[config.mk]
export PLATFORM = sky130hd
export DESIGN_NAME = subtract_skip_set_execution
export DESIGN_NICKNAME = d
export VERILOG_FILES = /design/src/pkg/sub_skip_pkg.sv /design/src/hw/subtract_skip_set_execution.sv
export VERILOG_INCLUDE_DIRS = /design/src /design/src/pkg
export SDC_FILE = /design/constraint.sdc
export NUM_CORES = 1
export LEC_CHECK = 0
export ABC_AREA = 1
export ABC_CLOCK_PERIOD_IN_PS = 2460
export BUFFER_PORTS_ARGS = -buffer_cell sky130_fd_sc_hd__buf_2
export CAP_MARGIN = 40
export CORE_ASPECT_RATIO = 1.5
export CORE_UTILIZATION = 45
export DETAILED_ROUTE_END_ITERATION = 16
export PLACE_DENSITY = 0.82
export SETUP_SLACK_MARGIN = 0.3
export SLEW_MARGIN = 20
export SYNTH_ARGS = -nofsm -noshare
export SYNTH_HDL_FRONTEND = slang
export SYNTH_SLANG_ARGS = --single-unit
[constraint.sdc]
create_clock -name aclk -period 2.46 [get_ports aclk]
set_input_delay 0.492 -clock aclk [delete_from_list [all_inputs] [get_ports aclk]]
set_output_delay 0.492 -clock aclk [all_outputs]
set_load 0.03 [all_outputs]
[src/pkg/sub_skip_defs.svh]
// Purpose: register offsets, field positions and reset values of the execution block
// Assumes: byte addresses on an 8-bit AXI4-Lite address, one 32-bit word per register
// Notes:   definitions only
`ifndef SUB_SKIP_DEFS_SVH
`define SUB_SKIP_DEFS_SVH

`define OFF_CMD      8'h00
`define OFF_MEM      8'h04
`define OFF_ACC      8'h08
`define OFF_STATUS   8'h0C

`define BIT_C        0
`define BIT_AC       1
`define BIT_Z        2
`define BIT_OV       3
`define BIT_SKIP     4
`define BIT_BUSY     5

`define ACC_RESET    8'h00
`define MEM_RESET    8'h00
`define FLAGS_RESET  4'h0
`define SET_PATTERN  8'hFF
`define DEC_STEP     8'h01

`define RESP_OKAY    2'b00
`define RESP_SLVERR  2'b10

`endif

[src/pkg/sub_skip_pkg.sv]
// Purpose: types shared by the execution block
// Assumes: nothing
// Notes:   opcode codes 6 and 7 are illegal
package sub_skip_pkg;

	typedef enum logic [1:0] {
		st_idle  = 2'b00,
		st_exec  = 2'b01,
		st_dummy = 2'b10
	} exec_state_t;

	typedef enum logic [2:0] {
		op_none               = 3'b000,
		op_sub_borrow_to_acc  = 3'b001,
		op_sub_borrow_to_mem  = 3'b010,
		op_dec_skip_zero_mem  = 3'b011,
		op_dec_skip_zero_acc  = 3'b100,
		op_set_byte           = 3'b101
	} op_t;

	typedef struct packed {
		logic [7:0] diff;
		logic       borrow;
		logic       half_borrow;
		logic       ovf;
	} sub_res_t;

endpackage

[src/hw/subtract_skip_set_execution.sv]
// Purpose: subtract-with-borrow, decrement-and-skip and set-byte execution behind AXI4-Lite
// Assumes: one data memory byte held in the memory register, software issues one op at a time
// Notes:   register writes are ignored while an op is under way
// What this block does
// - acc minus mem minus not-carry into acc
// - carry cleared if negative, else set
// - same subtraction written back into memory
// - memory decremented, skip next when zero
// - acc gets mem minus one, mem kept
// - decrement ops take two cycles with dummy
// - nonzero decrement result means no skip
// - set byte writes all ones, flags kept
//
// The AXI4-Lite interface to the registers and the placing of the registers were decided locally.
`timescale 1ns/1ps
`include "sub_skip_defs.svh"
module subtract_skip_set_execution
	import sub_skip_pkg::*;
(
	input  wire logic        aclk,
	input  wire logic        aresetn,
	input  wire logic [7:0]  s_axi_awaddr,
	input  wire logic        s_axi_awvalid,
	output logic             s_axi_awready,
	input  wire logic [31:0] s_axi_wdata,
	input  wire logic [3:0]  s_axi_wstrb,
	input  wire logic        s_axi_wvalid,
	output logic             s_axi_wready,
	output logic [1:0]       s_axi_bresp,
	output logic             s_axi_bvalid,
	input  wire logic        s_axi_bready,
	input  wire logic [7:0]  s_axi_araddr,
	input  wire logic        s_axi_arvalid,
	output logic             s_axi_arready,
	output logic [31:0]      s_axi_rdata,
	output logic [1:0]       s_axi_rresp,
	output logic             s_axi_rvalid,
	input  wire logic        s_axi_rready,
	output logic             skip_next,
	output logic             dummy_cycle,
	output logic             busy
);

	function automatic logic reg_hit(input logic [7:0] addr);
		return (addr == `OFF_CMD) || (addr == `OFF_MEM) || (addr == `OFF_ACC) ||
			(addr == `OFF_STATUS);
	endfunction
	function automatic sub_res_t sub_borrow(input logic [7:0] a, input logic [7:0] m,
		input logic c);
		logic [8:0] full;
		logic [4:0] low;
		sub_res_t   r;
		full = {1'b0, a} - {1'b0, m} - {8'h00, ~c};
		low = {1'b0, a[3:0]} - {1'b0, m[3:0]} - {4'h0, ~c};
		r.diff = full[7:0];
		r.borrow = full[8];
		r.half_borrow = low[4];
		r.ovf = (a[7] ^ m[7]) & (a[7] ^ full[7]);
		return r;
	endfunction
	logic        awready_reg, awready_next, wready_reg, wready_next;
	logic        bvalid_reg, bvalid_next, arready_reg, arready_next;
	logic        rvalid_reg, rvalid_next, have_aw_reg, have_aw_next;
	logic        have_w_reg, have_w_next;
	logic [1:0]  bresp_reg, bresp_next, rresp_reg, rresp_next;
	logic [7:0]  waddr_reg, waddr_next;
	logic [31:0] wdata_reg, wdata_next, rdata_reg, rdata_next;
	logic [3:0]  wstrb_reg, wstrb_next;
	logic        wr_commit;
	exec_state_t state_reg, state_next;
	op_t         op_reg, op_next;
	logic [7:0]  accumulator_reg, accumulator_next, mem_reg, mem_next;
	logic        carry_flag, carry_next, aux_carry_flag, aux_carry_next;
	logic        zero_flag, zero_next, overflow_flag, overflow_next;
	logic        skip_reg, skip_nx, dummy_reg, dummy_next, busy_reg, busy_next;
	sub_res_t    sub_res;
	logic [7:0]  dec_res;
	logic [31:0] status_word;
	// both halves must be held; the response is raised one cycle after the second arrives
	assign wr_commit = have_aw_reg && have_w_reg && !bvalid_reg;
	assign sub_res = sub_borrow(accumulator_reg, mem_reg, carry_flag);
	assign dec_res = mem_reg - `DEC_STEP;
	assign status_word = {26'h000_0000, busy_reg, skip_reg, overflow_flag, zero_flag,
		aux_carry_flag, carry_flag};
	always_comb begin
		awready_next = awready_reg;
		wready_next = wready_reg;
		bvalid_next = bvalid_reg;
		bresp_next = bresp_reg;
		have_aw_next = have_aw_reg;
		have_w_next = have_w_reg;
		waddr_next = waddr_reg;
		wdata_next = wdata_reg;
		wstrb_next = wstrb_reg;
		arready_next = arready_reg;
		rvalid_next = rvalid_reg;
		rdata_next = rdata_reg;
		rresp_next = rresp_reg;
		if (s_axi_awvalid && awready_reg) begin
			have_aw_next = 1'b1;
			awready_next = 1'b0;
			waddr_next = s_axi_awaddr;
		end
		if (s_axi_wvalid && wready_reg) begin
			have_w_next = 1'b1;
			wready_next = 1'b0;
			wdata_next = s_axi_wdata;
			wstrb_next = s_axi_wstrb;
		end
		if (wr_commit) begin
			bvalid_next = 1'b1;
			bresp_next = reg_hit(waddr_reg) ? `RESP_OKAY : `RESP_SLVERR;
			have_aw_next = 1'b0;
			have_w_next = 1'b0;
		end
		// readies reopen only after the response, so one write is in flight at a time
		if (bvalid_reg && s_axi_bready) begin
			bvalid_next = 1'b0;
			awready_next = 1'b1;
			wready_next = 1'b1;
		end
		if (s_axi_arvalid && arready_reg) begin
			arready_next = 1'b0;
			rvalid_next = 1'b1;
			rresp_next = reg_hit(s_axi_araddr) ? `RESP_OKAY : `RESP_SLVERR;
			unique case (s_axi_araddr)
				`OFF_CMD:    rdata_next = {29'h0000_0000, op_reg};
				`OFF_MEM:    rdata_next = {24'h00_0000, mem_reg};
				`OFF_ACC:    rdata_next = {24'h00_0000, accumulator_reg};
				`OFF_STATUS: rdata_next = status_word;
				default:     rdata_next = 32'h0000_0000;
			endcase
		end else if (rvalid_reg && s_axi_rready) begin
			rvalid_next = 1'b0;
			arready_next = 1'b1;
		end
	end
	always_ff @(posedge aclk) begin
		if (!aresetn) begin
			awready_reg <= 1'b1;
			wready_reg <= 1'b1;
			bvalid_reg <= 1'b0;
			bresp_reg <= `RESP_OKAY;
			have_aw_reg <= 1'b0;
			have_w_reg <= 1'b0;
			waddr_reg <= 8'h00;
			wdata_reg <= 32'h0000_0000;
			wstrb_reg <= 4'h0;
			arready_reg <= 1'b1;
			rvalid_reg <= 1'b0;
			rdata_reg <= 32'h0000_0000;
			rresp_reg <= `RESP_OKAY;
		end else begin
			awready_reg <= awready_next;
			wready_reg <= wready_next;
			bvalid_reg <= bvalid_next;
			bresp_reg <= bresp_next;
			have_aw_reg <= have_aw_next;
			have_w_reg <= have_w_next;
			waddr_reg <= waddr_next;
			wdata_reg <= wdata_next;
			wstrb_reg <= wstrb_next;
			arready_reg <= arready_next;
			rvalid_reg <= rvalid_next;
			rdata_reg <= rdata_next;
			rresp_reg <= rresp_next;
		end
	end
	always_comb begin
		state_next = state_reg;
		op_next = op_reg;
		accumulator_next = accumulator_reg;
		mem_next = mem_reg;
		{overflow_next, zero_next, aux_carry_next, carry_next} =
			{overflow_flag, zero_flag, aux_carry_flag, carry_flag};
		skip_nx = skip_reg;
		unique case (state_reg)
			st_idle: begin
				if (wr_commit && wstrb_reg[0]) begin
					unique case (waddr_reg)
						`OFF_CMD: begin
							// illegal codes are dropped rather than run
							if (wdata_reg[2:0] != 3'b000 && wdata_reg[2:0] <= 3'b101) begin
								op_next = op_t'(wdata_reg[2:0]);
								state_next = st_exec;
								skip_nx = 1'b0;
							end
						end
						`OFF_MEM: mem_next = wdata_reg[7:0];
						`OFF_ACC: accumulator_next = wdata_reg[7:0];
						// relies on the four flag bits sitting side by side in status
						`OFF_STATUS: {overflow_next, zero_next, aux_carry_next, carry_next} =
							wdata_reg[`BIT_OV:`BIT_C];
						default: ;
					endcase
				end
			end
			st_exec: begin
				state_next = st_idle;
				unique case (op_reg)
					op_sub_borrow_to_acc, op_sub_borrow_to_mem: begin
						if (op_reg == op_sub_borrow_to_acc)
							accumulator_next = sub_res.diff;
						else
							mem_next = sub_res.diff;
						{overflow_next, zero_next, aux_carry_next, carry_next} = {sub_res.ovf,
							sub_res.diff == 8'h00, ~sub_res.half_borrow, ~sub_res.borrow};
					end
					op_dec_skip_zero_mem, op_dec_skip_zero_acc: begin
						// flags are left alone on purpose
						if (op_reg == op_dec_skip_zero_mem)
							mem_next = dec_res;
						else
							accumulator_next = dec_res;
						skip_nx = (dec_res == 8'h00);
						state_next = st_dummy;
					end
					op_set_byte: mem_next = `SET_PATTERN;
					default: ;
				endcase
			end
			st_dummy: state_next = st_idle;
			default: state_next = st_idle;
		endcase
		busy_next = (state_next != st_idle);
		dummy_next = (state_next == st_dummy);
	end
	always_ff @(posedge aclk) begin
		if (!aresetn) begin
			state_reg <= st_idle;
			op_reg <= op_none;
			accumulator_reg <= `ACC_RESET;
			mem_reg <= `MEM_RESET;
			{overflow_flag, zero_flag, aux_carry_flag, carry_flag} <= `FLAGS_RESET;
			skip_reg <= 1'b0;
			dummy_reg <= 1'b0;
			busy_reg <= 1'b0;
		end else begin
			state_reg <= state_next;
			op_reg <= op_next;
			accumulator_reg <= accumulator_next;
			mem_reg <= mem_next;
			{overflow_flag, zero_flag, aux_carry_flag, carry_flag} <=
				{overflow_next, zero_next, aux_carry_next, carry_next};
			skip_reg <= skip_nx;
			dummy_reg <= dummy_next;
			busy_reg <= busy_next;
		end
	end
	assign s_axi_awready = awready_reg;
	assign s_axi_wready = wready_reg;
	assign s_axi_bvalid = bvalid_reg;
	assign s_axi_bresp = bresp_reg;
	assign s_axi_arready = arready_reg;
	assign s_axi_rvalid = rvalid_reg;
	assign s_axi_rdata = rdata_reg;
	assign s_axi_rresp = rresp_reg;
	assign skip_next = skip_reg;
	assign dummy_cycle = dummy_reg;
	assign busy = busy_reg;

	logic exec_sub, exec_dec;
	assign exec_sub = (state_reg == st_exec) &&
		(op_reg == op_sub_borrow_to_acc || op_reg == op_sub_borrow_to_mem);
	assign exec_dec = (state_reg == st_exec) &&
		(op_reg == op_dec_skip_zero_mem || op_reg == op_dec_skip_zero_acc);
endmodule

==> results of run 1 <==
[layout by cell type (no fill, tap or decap), types with 5 or more instances in the layout]
| master | count |
|---|---|
| nand2_1 | 107 |
| nor2_1 | 76 |
| inv_1 | 72 |
| dfxtp_1 | 59 |
| buf_2 | 49 |
| o21ai_0 | 48 |
| a21oi_1 | 39 |
| conb_1 | 26 |
| nand3_1 | 22 |
| nand2_2 | 12 |
| ha_1 | 12 |
| clkbuf_16 | 9 |
| buf_4 | 8 |
| o21a_1 | 7 |
| inv_2 | 6 |
| nor3_1 | 5 |
| nand3_2 | 5 |
| xor2_1 | 5 |
[cell usage after synthesis, types with 2 or more instances]
| library cell | count |
|---|---|
| dfxtp_1 | 62 |
| o21ai_0 | 49 |
| nand3_2 | 3 |
| ha_1 | 16 |
| o211ai_1 | 3 |
| o21a_1 | 7 |
| xnor2_1 | 2 |
| buf_6 | 2 |
| clkinv_1 | 2 |
| nor2_1 | 77 |
| nand4_1 | 4 |
| nand3_1 | 25 |
| buf_4 | 26 |
| nor2_2 | 2 |
| fa_1 | 2 |
| o21ai_1 | 3 |
| nand2_1 | 117 |
| inv_2 | 4 |
| nand3b_1 | 4 |
| nor3_1 | 5 |
| o22ai_1 | 2 |
| a21oi_1 | 41 |
| inv_1 | 75 |
| a21boi_0 | 2 |
| clkbuf_1 | 7 |
| nand2_2 | 3 |
| xor2_1 | 6 |
| a21oi_2 | 2 |
| nor2_4 | 3 |
[path summary, 6_finish.rpt]
| check | end | slack (ns) | cells past startpoint |
|---|---|---|---|
| worst max-delay path | zero_flag | 0.31 | 12 |
| worst min-delay path | waddr_reg[5] | 0.41 | 3 |
| worst max register to register | zero_flag | 0.31 | 12 |
| worst min register to register | s_axi_rdata[6] | 0.46 | 2 |
[power by group through the flow]
stage	Sequential (W)	Clock [W]	Combinational, W
global route	0.00107	0.00122	0.000294
floorplan	0.00110	0	0.000208
detailed placement	0.00109	0	0.000260
finish	0.00106	0.00115	0.000264
CTS	0.00106	0.00117	0.000261
global placement	0.00108	0	0.000254
[area by class of cell]
| class | instances | area [um2] | area share (%) |
|---|---|---|---|
| timing repair buffer | 57 | 305 | 6.83 |
| clock buffer | 10 | 239 | 5.34 |
| sequential | 62 | 1240 | 27.8 |
| multi-input combinational | 409 | 2210 | 49.4 |
| clock inverter | 6 | 37.5 | 0.839 |
| tap | 105 | 131 | 2.94 |
| inverter | 81 | 307 | 6.85 |
[per-stage QoR]
step           cell area (um2)  power (W)  cells  util [%]
6_report                  4470    0.00248    730      55.5
3_3_place_gp              4030    0.00134    710      50.0
5_1_grt                   4470    0.00258    730      55.5
4_1_cts                   4330    0.00249    727      53.7
3_5_place_dp              4030    0.00135    710      50.0
2_1_floorplan             3870    0.00131    587         -
[worst max-delay path, cell delays in order, from the launching register on]
cell and delay [ns]:
dfxtp_2 0.34, inv_4 0.05, fa_2 0.58, inv_2 0.05, ha_4 0.15, o21ai_2 0.13, nand2_1 0.10, nand2_2 0.12
nand2_2 0.06, nand2_2 0.10, nand2_2 0.08, nand4_1 0.18, a21oi_1 0.09
[layer usage]
layer  global-route usage (%)  vias up  share of wire (%)
met2                     40.3      117                 51
li1                         -     1853                  -
met1                     23.0     1675                 39
met4                     17.4        0                6.8
met5                        0        -                  0
met3                     4.70       44                3.9
[timing repair]
action                     in CTS  in global routing
hold endpoints to repair        0                  0
setup buffers                   1                  3
resized for setup               6                 31
pin swaps                       2                 17
setup endpoints to repair       9                 13
[logic make-up (layout without fill, tap and decap cells)]
family / Yosys count / count (layout) / share of synthesized area, %
flops: 62 / 62 / 32.9
fa+ha+maj: 18 / 18 / 6.37
simple gates: 248 / 248 / 28.7
xor+xnor: 8 / 8 / 1.86
compound gates: 109 / 109 / 15.5
buf+inv: 116 / 154 / 14.5
other cells: 1 / 26 / 0.0994
==> metrics, run 1 <==
RSZ-0062 raised after global routing yes; Final Cycle Share 87.3%; CP Max Fanout 3; Die Wd 76.8 um; total CTS buffers 9; DPL Wire Length 7220 um; post-synth top area cell dfxtp_1; Arr. time, crit path 2.36 ns; initial core utilization 46.8%; WL/cell 12.9 um; vias about 3700; top cells by area, synth dfxtp_1 33%, nand2_1 12%, nor2_1 7.7%; drt first pass iters 4; layout cell share with drive strength beyond 1 19.8%; Worst VDD drop 0.534 mV; Clock transition at path regs 0.05 ns; P_leak 2.13 nW; I/O pins approximately 100; GPL Wtd Cong roughly 0.95; final setup fails 0; Total Wirelength 9400 um; Ant. Diodes 0; Remaining Overflow, GRT 0; Max Cap Viol 0; CTS Root Cell clkbuf_16; cell internal pwr 0.00182 W; setup tns final 0 ns; post-synth cell types 35; sequential fraction of design power 42.9%; post-synthesis cell area 3770 um2; vias in the first global route 3561; core area slightly above 8000 um2; syn avg cell area 6.71 um2; fmax around 0.47 GHz; YS warnings 0; Comb power frac 10.6%; Fill cells 795; Die H 114 um; Pwr per Cell Area 555 nW/um2; hold crit path type input port to flip-flop; run status finished clean; Post-synth EDFFs 0; data required time at the worst endpoint 2.67 ns; H-Tree Depth 3; predominant post-synthesis flop cell dfxtp_1; # rows 40; Hold Buf Count CTS 0; final antenna-violating net count 0; largest net degree at the start of global routing 34; Port-buffer cells 49; Nets 697; crit path launch type flip-flop; hold_ws 0.413 ns; clock network fraction of total power 46.5%; r2r startpoint carry_flag; FF+latch count, synth 62; Async SR Flop Fraction 0%; setup ws final roughly 0.31 ns; die area between 8000 and 9000 um2; critical path class flip-flop to flip-flop; initial antenna violation count 0; Fin. Hold Viols 0; Clock Skews 0.00519 ns; Layout area overhead 18.6%; total track usage 22.6%; CTS tree built; clk_lat worst skew around 0.33 ns; sw frac 26.9%; share of the synthesized area in the top cell type 32.9%; Post-Syn Instances 562; Slew Viols, Final 0; clk buf depth 2; initial drt markers ~190; HP Start s_axi_awaddr[5]; Via density 5.05; sequential-to-total area share from yosys stat 32.9%; post-layout min period 2.15 ns; Critical Path Sink Type flip-flop; CTS Sinks 62; Placement Setup Slack 0.156 ns; drc violations 0; Sw Pwr 0.000667 W; first-pass GRT wire length 15500 um; crit path from carry_flag
(Power assumes the default switching activity.)
==> inputs of run 2 (changes only) <==
- CORE_UTILIZATION: 45 -> 25
- PLACE_DENSITY: 0.82 -> 0.56
- REMOVE_ABC_BUFFERS: not set -> 1
==> run 2 against run 1 <==
- global-route usage shrank 9.2 points
- non-clock buffer count is 2 lower
- combinational power hardly changed
- critical path depth shrank 1
- clock power increased by 18%
- fmax is essentially flat
- core utilization is 25 points lower
- wire length increased by 4.8%
- power rose by 8.5%
- cell count increased by 12%
==> metrics, run 2 (synthesis results as in run 1) <==
CTS Root Cell clkbuf_16; final antenna-violating net count 0; FF+latch area 1240 um2; post-layout min period 2.15 ns; Nets 695; CTS tree built; first-pass GRT wire length roughly 16000 um; Max Cap Viol 0; Top Usage Layer GRT met2; Die Wd 102 um; clk buf depth 2; commonest non-fill, non-tap cells in the layout 113 x nand2_1, 76 x nor2_1, 72 x inv_1; Clock Skews 0.0102 ns; data required time at the worst endpoint 2.73 ns; Final Cycle Share 87.3%; largest net degree at the start of global routing 34; Fill cells between 1500 and 2000; hold crit path type input port to flip-flop; Layout area overhead 20.5%; fmax 0.466 GHz; I/O pins 103; clk_lat worst skew around 0.34 ns; drc violations 0; GPL Wtd Cong 0.871; Fin. Hold Viols 0; Die H 152 um; WL/cell approximately 12 um; Critical Path Sink Type flip-flop; Pwr per Cell Area 593 nW/um2; met3 GRT Util 3.12%; # rows 54; cell area after placement 4140 um2; Arr. time, crit path 2.42 ns; RSZ-0062 raised after global routing yes; die area 15600 um2; Port-buffer cells 49; initial antenna violation count 0; CTS Sinks 62; core area ~15000 um2; hold_ws 0.408 ns; vias roughly 3500; setup tns final 0 ns; P_leak 2.14 nW; total track usage a little over an eighth; layout cell share with drive strength beyond 1 between 10% and 20%; met2 usage 23.6%; CP Max Fanout 3; Remaining Overflow, GRT 0; run status finished clean; DPL Wire Length 7780 um; H-Tree Depth 3; total CTS buffers 9; crit path launch type flip-flop; Slew Viols, Final 0; vias in the first global route 3272; design area 4550 um2; drt first pass iters 4; area of the multi-input gates ~2100 um2; Clock transition at path regs 0.05 ns; Total Wirelength 9850 um; Via density 4.32; critical path class flip-flop to flip-flop; most common cell after layout, fill and taps aside nand2_1; Worst VDD drop just over 0.3 mV; grt met1 use 15.6%; initial core utilization 25.7%; initial drt markers 147; final setup fails 0; Ant. Diodes 0
run 2: area by class of cell:
cell class,instances,share of cell area (%)
Clock buffer,13,5.50
Multi-Input combinational cell,409,47.2
Timing Repair Buffer,55,6.38
Tap cell,196,5.39
Clock inverter,3,1.49
Inverter,81,6.69
Sequential cell,62,27.4
run 2: timing repair:
| action | in CTS | in global routing |
|---|---|---|
| setup buffers | 2 | 0 |
| pin swaps | 6 | 11 |
| hold buffers | 0 | 0 |
| endpoints found under the hold margin | 0 | 0 |
| setup endpoints to repair | 8 | 13 |
| resized for setup | 9 | 13 |
run 2: critical path, cell delays in order (launching register included):
cell     delay, ns
dfxtp_2       0.32
inv_2         0.05
fa_2          0.38
inv_2         0.07
fa_2          0.43
nor2_1        0.12
nand2_1       0.06
nor2_1        0.12
nand2_1       0.08
nor2_2        0.09
nand4_1       0.20
a21oi_1       0.17
run 2: path summary, 6_finish.rpt:
kind / from / end / slack, ns / cells after the start
min: s_axi_wdata[6] / wdata_reg[6] / 0.41 / 3
max reg2reg: carry_flag / zero_flag / 0.31 / 11
min reg2reg: s_axi_rdata[6] / s_axi_rdata[6] / 0.46 / 2
max: carry_flag / zero_flag / 0.31 / 11
run 2: power breakdown:
| part | internal, W | switching, W | total (W) | leakage [nW] |
|---|---|---|---|---|
| logic | 0.0000739 | 0.000192 | 0.000266 | 1.49 |
| clock network | 0.000915 | 0.000449 | 0.00136 | 0.150 |
| registers | 0.00104 | 0.0000226 | 0.00106 | 0.507 |
| total | 0.00203 | 0.000664 | 0.00269 | 2.14 |
run 2: through the flow:
step           worst slack (ns)  total power, W  util [%]  instances
2_1_floorplan             0.473         0.00127         -        552
3_3_place_gp              0.167         0.00135      28.3        801
3_5_place_dp              0.126         0.00135      28.3        801
4_1_cts                   0.272         0.00272      30.7        819
5_1_grt                   0.200         0.00280      31.0        819
6_report                  0.313         0.00269      31.0        819
run 2: routing by layer:
metal	vias to the layer above	share of wire [%]
li1	1855	-
met3	10	4.0
met5	-	0
met1	1594	42
met2	79	52
met4	0	2.1
